==> src/logic/ocf_pkg.sv <==
// Constants, encodings and state carriers for the fault-protection logic.
// Assumes a 40 MHz core clock and 16-bit configuration registers.
package ocf_pkg;

////////////////////////////////////////////////////////////////////////////
// Clock and timing
localparam int OCF_CLK_PERIOD_NS = 25;
localparam int OCF_RETRY_STEP_MS = 1;
localparam int OCF_RETRY_STEP_NS = OCF_RETRY_STEP_MS * 1000000;
localparam int OCF_STEP_CYCLES = OCF_RETRY_STEP_NS / OCF_CLK_PERIOD_NS;

////////////////////////////////////////////////////////////////////////////
// Register map
localparam logic [7:0] OCF_ADDR_THR_CFG = 8'h5E;
localparam logic [7:0] OCF_ADDR_BLANK_CFG = 8'h60;
localparam logic [15:0] OCF_THR_CFG_RESET = 16'h0000;
localparam logic [15:0] OCF_BLANK_CFG_RESET = 16'h0000;
localparam int OCF_UV_LVL_LSB = 8;
localparam int OCF_UV_LVL_MSB = 10;
localparam int OCF_UV_OVERRIDE_BIT = 15;
localparam int OCF_UV_DISABLE_BIT = 14;

////////////////////////////////////////////////////////////////////////////
// Counts
localparam logic [3:0] OCF_OC_EVENT_LIMIT = 4'hA;
localparam logic [1:0] OCF_CLEAN_LIMIT = 2'h3;
localparam logic [2:0] OCF_RETRY_MAX = 3'h6;

////////////////////////////////////////////////////////////////////////////
// Responses
localparam logic [1:0] OCF_OC_SHUTDOWN = 2'h0;
localparam logic [1:0] OCF_OC_RETRY6 = 2'h1;
localparam logic [1:0] OCF_OC_RETRY_ALWAYS = 2'h2;
localparam logic [1:0] OCF_UV_IGNORE = 2'h0;
localparam logic [1:0] OCF_UV_SHUTDOWN = 2'h1;
localparam logic [1:0] OCF_UV_RETRY = 2'h2;

////////////////////////////////////////////////////////////////////////////
// Types
typedef enum logic [3:0] {
    ST_OFF = 4'h1,
    ST_RUN = 4'h2,
    ST_WAIT = 4'h4,
    ST_LATCH = 4'h8
} ocf_state_t;

typedef struct packed {
    ocf_state_t st;
    logic [15:0] thr_cfg;
    logic [15:0] blank_cfg;
    logic [15:0] rdata;
    logic [2:0] oc_limit;
    logic limit_loaded;
    logic skip_pend;
    logic hold_ls;
    logic [3:0] oc_cnt;
    logic [1:0] clean_cnt;
    logic oc_req;
    logic [2:0] retry_cnt;
    logic [3:0] tmr;
    logic fault_uv;
    logic uv_flag;
    logic iout_flag;
    logic cat;
    logic pg;
    logic start_req;
} ocf_regs_t;

typedef struct packed {
    logic [15:0] cnt;
    logic tick;
} ocf_div_t;

endpackage : ocf_pkg

==> src/logic/ocf_fault_ctrl.sv <==
// Valley overcurrent pulse skipping, fault responses, retry timer and
// the open-drain fault and power-good pins of a buck regulator.
// Assumes comparator and sequencer inputs are synchronous to clock_in.
`timescale 1ns/10ps

// Overview of operation
// - On valley overcurrent hold low side for the cycle, skip next pulse.
// - Overcurrent present at pulse start still blocks that pulse.
// - Keep skipping pulses while current stays above the limit.
// - Count events at the valley; tenth one requests the fault response.
// - Three clean cycles in a row clear the event counter.
// - Eight valley limits picked by a three-bit select.
// - Limit loaded once when enable rises; new one only after enable cycle.
// - Valley protection active only with enable, in all run modes.
// - Valley events drop power-good only through the tenth-event fault latch.
// - Average overcurrent responses: shutdown, retry six then latch, retry.
// - Average overcurrent fault is reported in output-current status.
// - Register undervoltage level 50 to 400 mV in 50 mV steps.
// - Override bit selects register level over bus undervoltage limit.
// - Undervoltage responses: ignore, shutdown, retry forever.
// - Disable bit turns relative undervoltage detection off.
// - Shutdown on undervoltage flags, tristates; needs clear and enable cycle.
// - Retry tristates and runs a 1 to 8 ms timer, then checks 250 mV.
// - Below check level restart, else rerun timer and stay tristated.
// - Listed faults drop power-good, assert fault pin, latch shutdown.
// - During start-up only a high-side short asserts the fault pin.
// - Fault pin stays asserted until enable or supply is cycled.
// - With nonzero boot voltage, assert power-good after ramp to boot.
module ocf_fault_ctrl
    import ocf_pkg::*;
#(
    parameter int TICK_CYCLES = OCF_STEP_CYCLES
) (
    // Clock and reset
    input wire logic clock_in,
    input wire logic rst_n_in,
    // Enable and sequencer
    input wire logic enable_in,
    input wire logic startup_active_in,
    input wire logic boot_nonzero_in,
    input wire logic boot_done_in,
    // Power stage comparators
    input wire logic valley_oc_in,
    input wire logic valley_sample_in,
    input wire logic pulse_start_in,
    input wire logic [2:0] limit_select_pin_in,
    input wire logic average_overcurrent_in,
    input wire logic uv_trip_in,
    input wire logic vout_below_check_in,
    input wire logic ovp_in,
    input wire logic boot_uvlo_in,
    input wire logic vcc_uvlo_in,
    input wire logic otp_in,
    input wire logic hss_in,
    // Bus commands
    input wire logic [1:0] oc_response_in,
    input wire logic [1:0] uv_response_in,
    input wire logic [2:0] uv_limit_bus_in,
    input wire logic [2:0] retry_time_in,
    input wire logic clear_faults_in,
    // Register port
    input wire logic [7:0] reg_addr_in,
    input wire logic [15:0] reg_wdata_in,
    input wire logic reg_write_in,
    output logic [15:0] reg_rdata_out,
    // Power stage control
    output logic hs_block_out,
    output logic ls_hold_out,
    output logic tristate_out,
    output logic startup_req_out,
    output logic [2:0] oc_limit_out,
    output logic [2:0] uv_level_out,
    output logic oc_fault_req_out,
    // Status
    output logic iout_oc_fault_out,
    output logic uv_fault_flag_out,
    output logic latched_out,
    // Open-drain pins
    output logic catastrophic_fault_n_out,
    output logic catastrophic_fault_n_oe_out,
    output logic power_good_out,
    output logic power_good_oe_out
);

    ocf_regs_t s_reg;
    ocf_regs_t s_next;
    logic tick;
    logic tmr_clear;
    logic hard_fault;
    logic uv_event;
    logic doc_event;
    logic oc_latch;
    logic tmr_done;

    ////////////////////////////////////////////////////////////////////////
    // Retry step divider
    ocf_tick_div #(
        .CYCLES(TICK_CYCLES)
    ) u_div (
        .clock_in(clock_in),
        .rst_n_in(rst_n_in),
        .clear_in(tmr_clear),
        .tick_out(tick)
    );

    assign tmr_clear = (s_reg.st != ST_WAIT);
    assign tmr_done = tick && (s_reg.tmr == {1'b0, retry_time_in});

    ////////////////////////////////////////////////////////////////////////
    // Fault sources
    assign hard_fault = ovp_in || boot_uvlo_in || vcc_uvlo_in || otp_in
        || hss_in || s_reg.oc_req;
    assign uv_event = (s_reg.st == ST_RUN) && uv_trip_in
        && !s_reg.blank_cfg[OCF_UV_DISABLE_BIT]
        && (uv_response_in != OCF_UV_IGNORE);
    assign doc_event = (s_reg.st == ST_RUN) && average_overcurrent_in;
    assign oc_latch = (oc_response_in == OCF_OC_SHUTDOWN)
        || (oc_response_in == OCF_OC_RETRY6
            && s_reg.retry_cnt == OCF_RETRY_MAX)
        || (oc_response_in != OCF_OC_RETRY6
            && oc_response_in != OCF_OC_RETRY_ALWAYS);

    ////////////////////////////////////////////////////////////////////////
    // Next state
    always_comb begin
        s_next = s_reg;
        s_next.oc_req = 1'b0;
        s_next.start_req = 1'b0;
        // Registers
        if (reg_write_in && reg_addr_in == OCF_ADDR_THR_CFG) begin
            s_next.thr_cfg = reg_wdata_in;
        end
        if (reg_write_in && reg_addr_in == OCF_ADDR_BLANK_CFG) begin
            s_next.blank_cfg = reg_wdata_in;
        end
        unique case (reg_addr_in)
            OCF_ADDR_THR_CFG: s_next.rdata = s_reg.thr_cfg;
            OCF_ADDR_BLANK_CFG: s_next.rdata = s_reg.blank_cfg;
            default: s_next.rdata = 16'h0000;
        endcase
        // Limit captured once per enable; later pin changes are ignored
        if (!enable_in) begin
            s_next.limit_loaded = 1'b0;
        end else if (!s_reg.limit_loaded) begin
            s_next.oc_limit = limit_select_pin_in;
            s_next.limit_loaded = 1'b1;
        end
        // Valley overcurrent path, only with enable
        if (!enable_in) begin
            s_next.skip_pend = 1'b0;
            s_next.hold_ls = 1'b0;
            s_next.oc_cnt = 4'h0;
            s_next.clean_cnt = 2'h0;
        end else begin
            if (pulse_start_in) begin
                s_next.skip_pend = 1'b0;
                s_next.hold_ls = 1'b0;
            end
            if (valley_oc_in) begin
                s_next.skip_pend = 1'b1;
                s_next.hold_ls = 1'b1;
            end
            if (valley_sample_in && valley_oc_in) begin
                s_next.clean_cnt = 2'h0;
                if (s_reg.oc_cnt == OCF_OC_EVENT_LIMIT - 4'h1) begin
                    s_next.oc_cnt = 4'h0;
                    s_next.oc_req = 1'b1;
                end else begin
                    s_next.oc_cnt = s_reg.oc_cnt + 4'h1;
                end
            end else if (valley_sample_in) begin
                if (s_reg.clean_cnt == OCF_CLEAN_LIMIT - 2'h1) begin
                    s_next.clean_cnt = 2'h0;
                    s_next.oc_cnt = 4'h0;
                end else begin
                    s_next.clean_cnt = s_reg.clean_cnt + 2'h1;
                end
            end
        end
        // Status flags; a new event wins over a clear in the same cycle
        if (clear_faults_in) begin
            s_next.iout_flag = 1'b0;
            s_next.uv_flag = 1'b0;
        end
        if (enable_in && average_overcurrent_in) begin
            s_next.iout_flag = 1'b1;
        end
        if (uv_event) begin
            s_next.uv_flag = 1'b1;
        end
        // Fault pin clears only when enable drops
        if (!enable_in) begin
            s_next.cat = 1'b0;
        end
        // Sequencing
        unique case (s_reg.st)
            ST_OFF: begin
                s_next.pg = 1'b0;
                if (enable_in) begin
                    s_next.st = ST_RUN;
                    s_next.start_req = 1'b1;
                    s_next.retry_cnt = 3'h0;
                end
            end
            ST_RUN: begin
                if (boot_nonzero_in && boot_done_in) begin
                    s_next.pg = 1'b1;
                end
                if (!enable_in) begin
                    s_next.st = ST_OFF;
                    s_next.pg = 1'b0;
                end else if (hard_fault) begin
                    s_next.st = ST_LATCH;
                    s_next.pg = 1'b0;
                    s_next.cat = hss_in || !startup_active_in;
                end else if (uv_event) begin
                    s_next.pg = 1'b0;
                    if (uv_response_in == OCF_UV_RETRY) begin
                        s_next.st = ST_WAIT;
                        s_next.fault_uv = 1'b1;
                        s_next.tmr = 4'h0;
                    end else begin
                        s_next.st = ST_LATCH;
                        s_next.cat = !startup_active_in;
                    end
                end else if (doc_event) begin
                    s_next.pg = 1'b0;
                    if (oc_latch) begin
                        s_next.st = ST_LATCH;
                        s_next.cat = !startup_active_in;
                    end else begin
                        s_next.st = ST_WAIT;
                        s_next.fault_uv = 1'b0;
                        s_next.tmr = 4'h0;
                        if (oc_response_in == OCF_OC_RETRY6) begin
                            s_next.retry_cnt = s_reg.retry_cnt + 3'h1;
                        end
                    end
                end
            end
            ST_WAIT: begin
                s_next.pg = 1'b0;
                if (!enable_in) begin
                    s_next.st = ST_OFF;
                end else if (hard_fault) begin
                    s_next.st = ST_LATCH;
                    s_next.cat = hss_in || !startup_active_in;
                end else if (tmr_done) begin
                    s_next.tmr = 4'h0;
                    if (!s_reg.fault_uv || vout_below_check_in) begin
                        s_next.st = ST_RUN;
                        s_next.start_req = 1'b1;
                    end
                end else if (tick) begin
                    s_next.tmr = s_reg.tmr + 4'h1;
                end
            end
            ST_LATCH: begin
                s_next.pg = 1'b0;
                // A pending undervoltage flag blocks the restart
                if (!enable_in && !s_next.uv_flag) begin
                    s_next.st = ST_OFF;
                end
            end
        endcase
    end

    always_ff @(posedge clock_in) begin
        if (!rst_n_in) begin
            s_reg <= '0;
            s_reg.st <= ST_OFF;
            s_reg.thr_cfg <= OCF_THR_CFG_RESET;
            s_reg.blank_cfg <= OCF_BLANK_CFG_RESET;
        end else begin
            s_reg <= s_next;
        end
    end

    ////////////////////////////////////////////////////////////////////////
    // Outputs
    assign hs_block_out = (enable_in && (s_reg.skip_pend || valley_oc_in))
        || tristate_out;
    assign ls_hold_out = s_reg.hold_ls;
    assign tristate_out = (s_reg.st == ST_WAIT) || (s_reg.st == ST_LATCH);
    assign startup_req_out = s_reg.start_req;
    assign oc_limit_out = s_reg.oc_limit;
    assign uv_level_out = s_reg.thr_cfg[OCF_UV_OVERRIDE_BIT]
        ? s_reg.thr_cfg[OCF_UV_LVL_MSB:OCF_UV_LVL_LSB]
        : uv_limit_bus_in;
    assign oc_fault_req_out = s_reg.oc_req;
    assign iout_oc_fault_out = s_reg.iout_flag;
    assign uv_fault_flag_out = s_reg.uv_flag;
    assign latched_out = (s_reg.st == ST_LATCH);
    assign reg_rdata_out = s_reg.rdata;
    assign catastrophic_fault_n_out = 1'b0;
    assign catastrophic_fault_n_oe_out = s_reg.cat;
    assign power_good_out = 1'b0;
    assign power_good_oe_out = !s_reg.pg;
endmodule : ocf_fault_ctrl

==> src/logic/ocf_tick_div.sv <==
// Divider giving a one-cycle enable pulse per retry step.
// Assumes the clear input restarts the step so a timer starts aligned.
`timescale 1ns/10ps
module ocf_tick_div
    import ocf_pkg::*;
#(
    parameter int CYCLES = OCF_STEP_CYCLES
) (
    // Clock and reset
    input wire logic clock_in,
    input wire logic rst_n_in,
    // Control
    input wire logic clear_in,
    // Step pulse
    output logic tick_out
);

    localparam logic [15:0] LAST = 16'(CYCLES - 1);

    ocf_div_t d_reg;
    ocf_div_t d_next;

    always_comb begin
        d_next = d_reg;
        d_next.tick = 1'b0;
        if (clear_in || d_reg.cnt == LAST) begin
            d_next.cnt = 16'h0000;
        end else begin
            d_next.cnt = d_reg.cnt + 16'h0001;
        end
        if (!clear_in && d_reg.cnt == LAST) begin
            d_next.tick = 1'b1;
        end
    end

    always_ff @(posedge clock_in) begin
        if (!rst_n_in) begin
            d_reg <= '0;
        end else begin
            d_reg <= d_next;
        end
    end

    assign tick_out = d_reg.tick;

endmodule : ocf_tick_div

==> config.mk <==
export PLATFORM = sky130hd
export DESIGN_NAME = ocf_fault_ctrl
export DESIGN_NICKNAME = d
export VERILOG_FILES = /design/src/logic/ocf_pkg.sv /design/src/logic/ocf_fault_ctrl.sv /design/src/logic/ocf_tick_div.sv
export SDC_FILE = /design/constraint.sdc
export NUM_CORES = 1
export LEC_CHECK = 0
export ABC_AREA = 1
export BUFFER_PORTS_ARGS = -buffer_cell sky130_fd_sc_hd__buf_2
export CAP_MARGIN = 10
export CORE_MARGIN = 2
export CORE_UTILIZATION = 35
export DETAILED_ROUTE_END_ITERATION = 16
export GPL_TIMING_DRIVEN = 1
export PLACE_DENSITY_LB_ADDON = 0.25
export SYNTH_ARGS = -nofsm -noshare
export SYNTH_HDL_FRONTEND = slang
export SYNTH_SLANG_ARGS = --single-unit
==> constraint.sdc <==
create_clock -name clock_in -period 2.5 [get_ports clock_in]
set_input_delay 0.25 -clock clock_in [delete_from_list [all_inputs] [get_ports clock_in]]
set_output_delay 0.25 -clock clock_in [all_outputs]
set_load 0.1 [all_outputs]
== Yosys cells after proc, flatten, opt, wreduce, memory -nomap -nowiden ==
Index checks and enable logic that the tools add are counted.
Word-level totals
  register bits: 95
  input bits: 56
  logic and storage cells: 182
Cells by class
  $add $sub $neg: 5
  eq/ne operators: 36
  muxes and demuxes: 61
  bitwise operators: 4
  reduce and logical (&&, ||, !) cells: 55
Operator list (number)
  $mux W4: 18
  $mux W8: 4
  $pmux W16 S2: 1
  $ne A2 B2 Y1 const B: 10
  $mux W1: 17
  $add A16 B1 Y16 const B: 1
  $eq A16 B16 Y1 const B: 1
  $eq A8 B7 Y1 const B: 2
  $pmux W4 S4: 1
  $reduce_bool A2 Y1: 8
  $logic_and A1 B1 Y1: 15
  $mux W2: 7
  $logic_or A1 B1 Y1: 13
  $mux W3: 4
  $mux W6: 2
  $mux W5: 2
  $reduce_and A9 Y1: 1
  $add A4 B1 Y4 const B: 2
  $eq A4 B4 Y1 const B: 2
  $ne A2 B1 Y1 const B: 4
  $ne A4 B4 Y1 const B: 2
  $pmux W4 S2: 1
  $reduce_and A8 Y1: 1
  $logic_not A1 Y1: 7
  other kinds (24): 35

== Logic depth before layout (Yosys ltp) ==
Gate-level depths: netlist of run 1.
  depth after elaboration: 10
  gate-level depth with buffers: 12
  gate-level depth less buffers: 12

== Modules after synthesis ==
A second synthesis of run 1 with hierarchy kept.
Unflattened totals
  cell total of the unflattened synthesis: 641
  area total of the unflattened synthesis: 4589.4 um2
By module, submodules not included
  ocf_fault_ctrl: instances 1, cells an instance 516, area an instance 3734.8 um2, sequential area each 1541.5 um2
  ocf_tick_div: instances 1, cells an instance 125, area an instance 854.6 um2, sequential area each 340.3 um2

== Worst setup path after synthesis of run 1 ==
Ideal clock, no wire load.
  path kind: flip-flop to output port
  start point: register s_reg[73] (netlist bit)
  end point: output uv_level_out[0]
  data arrival time: 2.506 ns
  path slack: -0.256 ns
  cell stages (with the launch flop): 3
  buffers on the path: 0
  cell sequence: dfxtp_1 inv_1 o21ai_0
Between the ends
  longest elaborated chain between the ends: 1
RTL lines
  from (decl): line ocf_fault_ctrl.sv:85  | ocf_regs_t s_reg;
  from (signal assigned): line ocf_fault_ctrl.sv:275  | s_reg <= s_next;
  $mux W3: line ocf_fault_ctrl.sv:288  | ? s_reg.thr_cfg[OCF_UV_LVL_MSB:OCF_UV_LVL_LSB]
  to (decl): line ocf_fault_ctrl.sv:72  | output logic [2:0] uv_level_out,
No other way between the ends.

== Worst setup path in the final report of run 1 ==
  start point: register s_reg[74] (netlist bit)
  end point: output hs_block_out
Between the ends
  longest elaborated chain between the ends: 3
  elaborated cells on any way between the ends: 4
  those cells by class: eq/ne (2); reduce/logical (2)
RTL lines
  $eq A4 B3 Y1 / $eq A4 B4 Y1 (equally long branches): line ocf_fault_ctrl.sv:284  | assign tristate_out = (s_reg.st == ST_WAIT) || (s_reg.st == ST_LATCH);
  $logic_or A1 B1 Y1 (*): line ocf_fault_ctrl.sv:284
  $logic_or A1 B1 Y1 (*): line ocf_fault_ctrl.sv:282  | || tristate_out;
  to (decl): line ocf_fault_ctrl.sv:67  | output logic hs_block_out,
Mark *: on every way between the ends. The rest lies on a longest branch, timed or not.

==> run metrics, run 1 <==
total core area=approximately 0.013 sq mm; Synth Cell Area=0.004462 sq mm; Worst Path Max Fanout=7; Die W=116.9 microns; Die ar.=between 0.01 and 0.015 sq mm; I/O pins=90; critical path class=register to output pin; # DRC=0; Synth-to-Final Area Change=15.82%; Post CTS Setup Buffer Count=0; CTS clock-pin slew for the worst setup and hold paths=0.07 ns; Post-synth top flop=dfxtp_1; commonest non-fill, non-tap cell in the layout=nand2_1; Die Height=116.9 microns; layout cells sized above 1=17.34%; Synth top area share=42.18%; flip-flop count of the largest register after layout=53; antenna diode count=0; drt initial violations=214; TritonCTS clock tree=yes; Routed WL=10.42 mm; CTS Buffer Depth=2; final setup fails=0; Cells after Synth=622; Area contributors post-synth=dfxtp_1, nand2_1, a21oi_1; setup_tns=0 ns; Sink Count=94; Worst Max-Slew Pin Slew=0.6096 ns; TritonRoute pass-1 iters=4; Hold Path Class=input port to register; EDFF count, synth=0; vias in the first global route=3807; Clk Latency, worst-skew pair=0.35 ns; Rows=~40; Hold Slack=0.06787 ns; CTS Buf Count=9; unrepaired setup endpoints after global routing=no; Hold Fails Final Rpt=0; post-route cell area=0.005167 sq mm; Fillers=1346; maxcap violations=0; Via Count=a little over 4000; Final #Nets=751; Synth Area per Inst=between 7 and 8 sq um; largest net degree at the start of global routing=34; Via density=4.725; largest family of logic cells by synthesized area=simple AND/OR/NAND/NOR gates; Leak=2.170 nW; post-synthesis adder-cell area fraction=2.243%; post-synth top area cell=dfxtp_1; HPWL Detailed=7.640 mm; outcome=finished clean; post-synthesis xor/xnor area fraction=1.570%; proportion of synthesized area in mux cells=0%; H-tree depth=3; Req. time, crit path=2.25 ns; ys async rst share=0%; hold buffers post-CTS=0; Worst Setup Start Kind=register; WP data arrival=1.86 ns; CTS root buffer=clkbuf_16; cts repair resizes=0; port buffer count=87; Final Max Tran Viols=0; antenna violations before repair=0; GP Congestion=0.8175; Post-Synth Simple-Gate Area=around 30%; total grt overflow=0; fin crit period=around 2.1 ns; Synth Area in Compound Gates=12.14%; ANT nets after route=0; initial cell density of the core=35.65%; crit end category=output pin; gr usage total=between 15 and 20%; DR WL/cell=roughly 12 microns; Rel. slew slack=59.25%; maximum vdd drop=between 0.0002 and 0.0003 V; most frequent cells in the layout=nand2_1, dfxtp_1, buf_2, a21oi_1, inv_1; Design Power=about 3.2 mW; clock skew=0.005967 ns; Max Freq=0.4732 GHz; Pwr per Cell Area=622.5 mW/mm^2; first-pass GRT wire length=17.04 mm; Yosys Warn Count=0; Placed Area=0.004885 sq mm; Final Cycle Share=a little over four fifths; sequential area share after synthesis=42.18%; Netlist cell types=36; post-synthesis register bit count=94
stage by stage:
| stage | utilization, % | worst slack [ns] | std cells |
|---|---|---|---|
| floorplan | - | -0.2562 | 623 |
| global route | 41.28 | 0.2535 | 864 |
| detailed placement | 39.02 | 0.5899 | 848 |
| finish | 41.28 | 0.3867 | 864 |
| global placement | 39.02 | 0.6642 | 848 |
| CTS | 41.28 | 0.3792 | 864 |
worst paths after layout:
check                 start             end  slack, ns  cells past startpoint
min          pulse_start_in       s_reg[21]       0.07                      2
max               s_reg[74]    hs_block_out       0.39                      6
max reg2reg       s_reg[74]  u_div.d_reg[3]       0.63                      5
min reg2reg       s_reg[69]       s_reg[69]       0.45                      2
cell usage after synthesis, types with 2 or more instances:
cell type and n:
nor3_1 13, nand4_1 15, nor2_1 62, clkbuf_1 7, inv_1 69, or2_2 5, a21oi_1 70, buf_2 4
nand3_1 54, nor3b_1 4, o21ai_0 31, xnor2_1 5, xor2_1 3, buf_4 22, buf_6 4, nor4_1 2
nand2_1 133, ha_1 8, dfxtp_1 94
critical path, cell delays in order, from the launching register on:
cell     delay, ns
dfxtp_1       0.34
nor2_1        0.15
nand3_1       0.26
nand2_1       0.20
inv_1         0.09
nand2_1       0.06
buf_2         0.41
cell families (layout without fill, tap and decap cells):
kind of cell | after synthesis | count (layout)
compound gates | 106 | 106
xor+xnor | 8 | 8
fa+ha+maj | 8 | 8
buf+inv | 107 | 176
flops | 94 | 94
other cells | 1 | 2
simple gates | 298 | 298
cell type report:
| type | count | area, sq um | share of cell area (%) |
|---|---|---|---|
| inverter | 69 | 259.0 | 5.012 |
| clock inverter | 6 | 53.80 | 1.041 |
| multi-input combinational | 422 | 2063 | 39.93 |
| clock buffer | 10 | 229.0 | 4.431 |
| timing repair buffer | 91 | 465.4 | 9.007 |
| sequential | 94 | 1882 | 36.42 |
| tap | 172 | 215.2 | 4.165 |
report_power, final:
group	switching, mW	internal (mW)
sequential	0.0173	1.52
clock	0.614	0.692
combinational	0.276	0.0980
metal layers:
layer	share of wire (%)	wire length [microns]	vias up	GRT usage, %
li1	-	-	2126	-
met1	45	4740	1856	19.04
met2	49	5087	96	27.17
met3	5.2	540	4	3.862
met4	0.51	53	0	5.569
met5	0	0	-	0
Power figures use the tool's default switching activity.
==> run 2: changes to the inputs <==
clock period = 1.7 ns   (was 2.5 ns; I/O delays follow)
==> run 2 against run 1 <==
  * Die area unchanged
  * Highest routed layer unchanged
  * Combinational power increased by 62%
  * Sequential share of layout area decreased by 1.6 points
  * Hold slack got worse by 0.012 ns
  * Critical path depth increased by 1
  * Clock power increased by 44%
  * Non-clock buffer count increased by 16
  * Global-route usage about the same
==> run metrics, run 2 (synthesis gave the netlist of run 1 again) <==
maxcap violations=0; Final Cycle Share=95.91%; final setup fails=0; first-pass GRT wire length=17.03 mm; antenna violations before repair=0; antenna diode count=0; Hold Slack=0.05625 ns; H-tree depth=3; FF/Latch Area=0.001891 sq mm; Final #Nets=~770; slowest stage delay, CP=0.37 ns; outcome=finished clean; # DRC=0; Worst Setup Start Kind=register; Max Freq=0.6133 GHz; Req. time, crit path=1.53 ns; critical path class=register to output pin; Hold Fails Final Rpt=0; Worst Slack Setup Final=0.06956 ns; internal power=3.423 mW; Combinational Power Share=about an eighth; Via Count=roughly 4200; total grt overflow=0; Final Max Tran Viols=0; largest net degree at the start of global routing=34; vias in the first global route=3763; R2R depth=9; TritonCTS clock tree=yes; CTS root buffer=clkbuf_16; DR WL/cell=roughly 12 microns; I/O pins=90; Pwr per Cell Area=875.3 mW/mm^2; Rows=just over 40; flip-flop count of the largest register after layout=53; Worst Setup SP=s_reg[75]; Die Height=116.9 microns; R2R Path End=u_div.d_reg[13]; DP Worst Slack=0.08084 ns; Hold Crit Depth=3; Worst Path Max Fanout=5; Worst path slowest cell=dfxtp_4; commonest non-fill, non-tap cell in the layout=nand2_1; CTS Buffer Depth=2; HPWL Detailed=7.786 mm; critical path endpoint=hs_block_out; switch share=28.04%; Die ar.=0.01367 sq mm; clock skew=around 0.0074 ns; CTS clock-pin slew for the worst setup and hold paths=0.07 ns; multi-input logic area=0.002143 sq mm; clock network power share=39.6%; Synth-to-Final Area Change=21.79%; crit end category=output pin; launching point of the worst reg2reg path=u_div.d_reg[1]; Sink Count=94; Clk Latency, worst-skew pair=0.35 ns; crit-path cells=nor2_4, nand3_2, buf_4, nand2_4, inv_2, nand2_2, buf_12; ANT nets after route=0; most frequent cells in the layout=nand2_1, dfxtp_1, buf_2, a21oi_1, inv_1; gr usage total=15.71%; Via density=4.770; port buffer count=87; TritonRoute pass-1 iters=5; fin crit period=1.630 ns; Routed WL=10.66 mm; WP data arrival=1.46 ns; CTS Buf Count=9; layout cells sized above 1=22.46%; Psw=approximately 1.3 mW; Die W=116.9 microns; Fillers=approximately 1300; Leak=2.263 nW; Hold Path Class=input port to register; Seq pwr share=47.7%; maximum vdd drop=0.0005809 V; GP Congestion=0.8594; total core area=0.01252 sq mm; initial cell density of the core=35.65%; R2R setup slack=0.16 ns; drt initial violations=158
==> run 2: cell count changes in the layout (fill, tap and decap cells not counted), sizes merged <==
cell	change
buf	+14
clkbuf	+1
inv	-1
clkinv	+1
dlygate4sd3	+1
==> run 2: what timing repair did <==
item                                    in CTS  in global routing
endpoints found under the setup margin       3                 29
pin swaps                                    1                  3
hold buffers                                 1                  0
gates resized for setup                      3                 21
endpoints found under the hold margin        1                  0
buffers inserted                             1                  3
==> run 2: routing by layer <==
layer	global-route usage (%)	share of wire, %
met5	0	0
met4	6.196	1.9
met3	4.119	5.9
met2	26.67	48
met1	19.04	44
==> run 2: how the worst min path moves through the flow <==
stage | start | end | slack (ns)
5_1_grt | limit_select_pin_in[2] | oc_limit_out[2] | 0.04
6_report | limit_select_pin_in[2] | oc_limit_out[2] | 0.06
2_1_floorplan | pulse_start_in | s_reg[21] | 0.26
3_3_place_gp | pulse_start_in | s_reg[21] | 0.36
3_5_place_dp | pulse_start_in | s_reg[21] | 0.36
4_1_cts | limit_select_pin_in[2] | oc_limit_out[2] | 0.04
==> run 2: worst max-delay path, delay by kind of cell, from the launching register on <==
family,cells,cell delay (ns)
simple gates,4,0.37
buf+inv,3,0.37
flops,1,0.37
==> run 2: stage by stage <==
| step | cells | TNS [ns] | cell area (sq um) | utilization, % | power, mW |
|---|---|---|---|---|---|
| 6_report | 880 | 0 | 5434 | 43.41 | 4.756 |
| 2_1_floorplan | 623 | -0.6860 | 4489 | - | 2.709 |
| 3_5_place_dp | 859 | 0 | 5046 | 40.31 | 2.888 |
| 5_1_grt | 880 | -0.01323 | 5434 | 43.41 | 4.958 |
| 4_1_cts | 877 | 0 | 5348 | 42.72 | 4.797 |
| 3_3_place_gp | 859 | 0 | 5046 | 40.31 | 2.879 |
==> run 2: layout make-up <==
class	instances	area share [%]
Inverter	69	4.835
Sequential cell	94	34.79
Timing Repair Buffer	107	11.93
Tap cell	172	3.960
Clock buffer	10	4.214
Multi-Input combinational cell	422	39.44
Clock inverter	6	0.8289
==> run 2: power by group through the flow <==
| stage | registers, mW | clock network, mW | logic (mW) |
|---|---|---|---|
| floorplan | 2.35 | 0 | 0.360 |
| global placement | 2.31 | 0 | 0.570 |
| detailed placement | 2.31 | 0 | 0.577 |
| CTS | 2.26 | 1.95 | 0.583 |
| global route | 2.27 | 2.03 | 0.661 |
| finish | 2.27 | 1.88 | 0.605 |
==> run 3: changes to the inputs <==
CORE_UTILIZATION = 45   (was 35)
==> run 3 against run 2 <==
  * First-iteration DRC count up 3.2%
  * Largest cell class unchanged
  * Non-clock buffer count down 3
  * Register-to-register slack worse by 0.05 ns
  * Sequential power about the same
  * Design area shrank 2.5%
  * Hold slack lost 0.035 ns
  * Critical path type unchanged
  * Clock power fell by 15%
==> run metrics, run 3 (synthesis gave the netlist of run 1 again) <==
outcome=finished clean; Sink Count=94; CTS Buf Count=9; Die ar.=0.01073 sq mm; CP dominant cell by count=nand2_4; HPWL Detailed=approximately 7.3 mm; Hold Path Class=input port to register; largest net degree at the start of global routing=42; Pwr per Cell Area=between 800 and 900 mW/mm^2; most frequent cells in the layout=nand2_1, dfxtp_1, buf_2, a21oi_1, inv_1; Fillers=between 900 and 1000; Via Count=4090; critical path class=register to output pin; H-tree depth=3; total core area=0.009684 sq mm; unrepaired setup endpoints after global routing=yes; Cells after DPL=819; antenna diode count=0; maxcap violations=0; Worst Slack Setup Final=0.05614 ns; clock skew=0.01079 ns; final setup fails=0; Req. time, crit path=1.53 ns; crit-path cells=nor2_4, nand3_2, buf_6, nand2_4, inv_4, nand2_4, buf_12; Die W=103.6 microns; slowest stage delay, CP=0.37 ns; Rows=36; Die Height=103.6 microns; Hold Fails Final Rpt=0; maximum vdd drop=0.0003821 V; vias in the first global route=3791; WP data arrival=1.47 ns; crit end category=output pin; Layout Cells excl Fill=838; DP Worst Slack=0.04493 ns; crit path buf inv count=3; Worst Path Max Fanout=4; Hold Slack=0.02128 ns; Max Freq=0.6083 GHz; commonest non-fill, non-tap cell in the layout=nand2_1; Clk Latency, worst-skew pair=approximately 0.38 ns; drt initial violations=roughly 160; Final Max Tran Viols=0; Via density=4.881; Worst path top cell family by delay=flip-flops; ANT nets after route=0; CTS clock-pin slew for the worst setup and hold paths=0.09 ns; Leak=2.214 nW; antenna violations before repair=0; first-pass GRT wire length=17.09 mm; Final Cycle Share=96.70%; Synth-to-Final Area Change=18.79%; FF/Latch Area=~0.0019 sq mm; TritonCTS clock tree=yes; DR WL/cell=11.95 microns; Worst path slowest cell=dfxtp_4; fin crit period=~1.6 ns; CTS Buffer Depth=2; I/O pins=90; initial cell density of the core=46.07%; total grt overflow=0; layout cells sized above 1=21.99%; multi-input logic area=~0.0021 sq mm; TritonRoute pass-1 iters=4; GP Congestion=0.8924; Routed WL=10.01 mm; CTS root buffer=clkbuf_8; port buffer count=87; gr usage total=roughly a fifth; # DRC=0; Worst Setup Start Kind=register; flip-flop count of the largest register after layout=53; Final #Nets=764
## run 3: cell type report
| type | instances | share of cell area [%] |
|---|---|---|
| inverter | 69 | 5.005 |
| tap | 133 | 3.140 |
| sequential | 94 | 35.69 |
| clock inverter | 7 | 1.653 |
| timing repair buffer | 104 | 11.97 |
| multi-input combinational | 422 | 40.20 |
| clock buffer | 9 | 2.337 |
## run 3: routing by layer
| layer | vias to the layer above | routed length, microns | GRT usage [%] |
|---|---|---|---|
| li1 | 2156 | - | - |
| met1 | 1845 | 4486 | 24.22 |
| met2 | 75 | 4917 | 32.73 |
| met3 | 14 | 458 | 3.272 |
| met4 | 0 | 152 | 7.432 |
| met5 | - | 0 | 0 |
## run 3: metrics by stage
step / TNS [ns] / cell area [sq um] / utilization (%) / power (mW)
final: 0 / 5300 / 54.73 / 4.456
after global routing: -0.004069 / 5300 / 54.73 / 4.651
after CTS: -0.08782 / 5229 / 53.99 / 4.479
after detailed placement: 0 / 4990 / 51.52 / 2.882
after global placement: 0 / 4990 / 51.52 / 2.874
after floorplan: -0.6860 / 4489 / - / 2.709
## run 3: final timing paths
kind / start / end / slack, ns / depth (start not counted)
setup reg to reg: s_reg[75] / s_reg[10] / 0.11 / 9
setup / recovery: s_reg[75] / hs_block_out / 0.06 / 7
hold / removal: limit_select_pin_in[2] / oc_limit_out[2] / 0.02 / 3
hold reg to reg: u_div.d_reg[1] / u_div.d_reg[1] / 0.42 / 1
## run 3: power breakdown
part	internal (mW)	switching (mW)	total (mW)
Clock	0.716	0.880	1.60
Combinational	0.177	0.418	0.595
Sequential	2.24	0.0285	2.27
## run 3: timing repair
item	4_1_cts	5_1_grt
gates resized for setup	3	22
endpoints found under the hold margin	1	0
setup endpoints to repair	3	16
pin swaps	1	4
cloned	0	0
buffers inserted	1	1
hold buffers	1	0
## run 3: worst min-delay path, cell delays in order
cell    delay, ns
buf_2        0.08
nor2_1       0.03
nor2_1       0.08
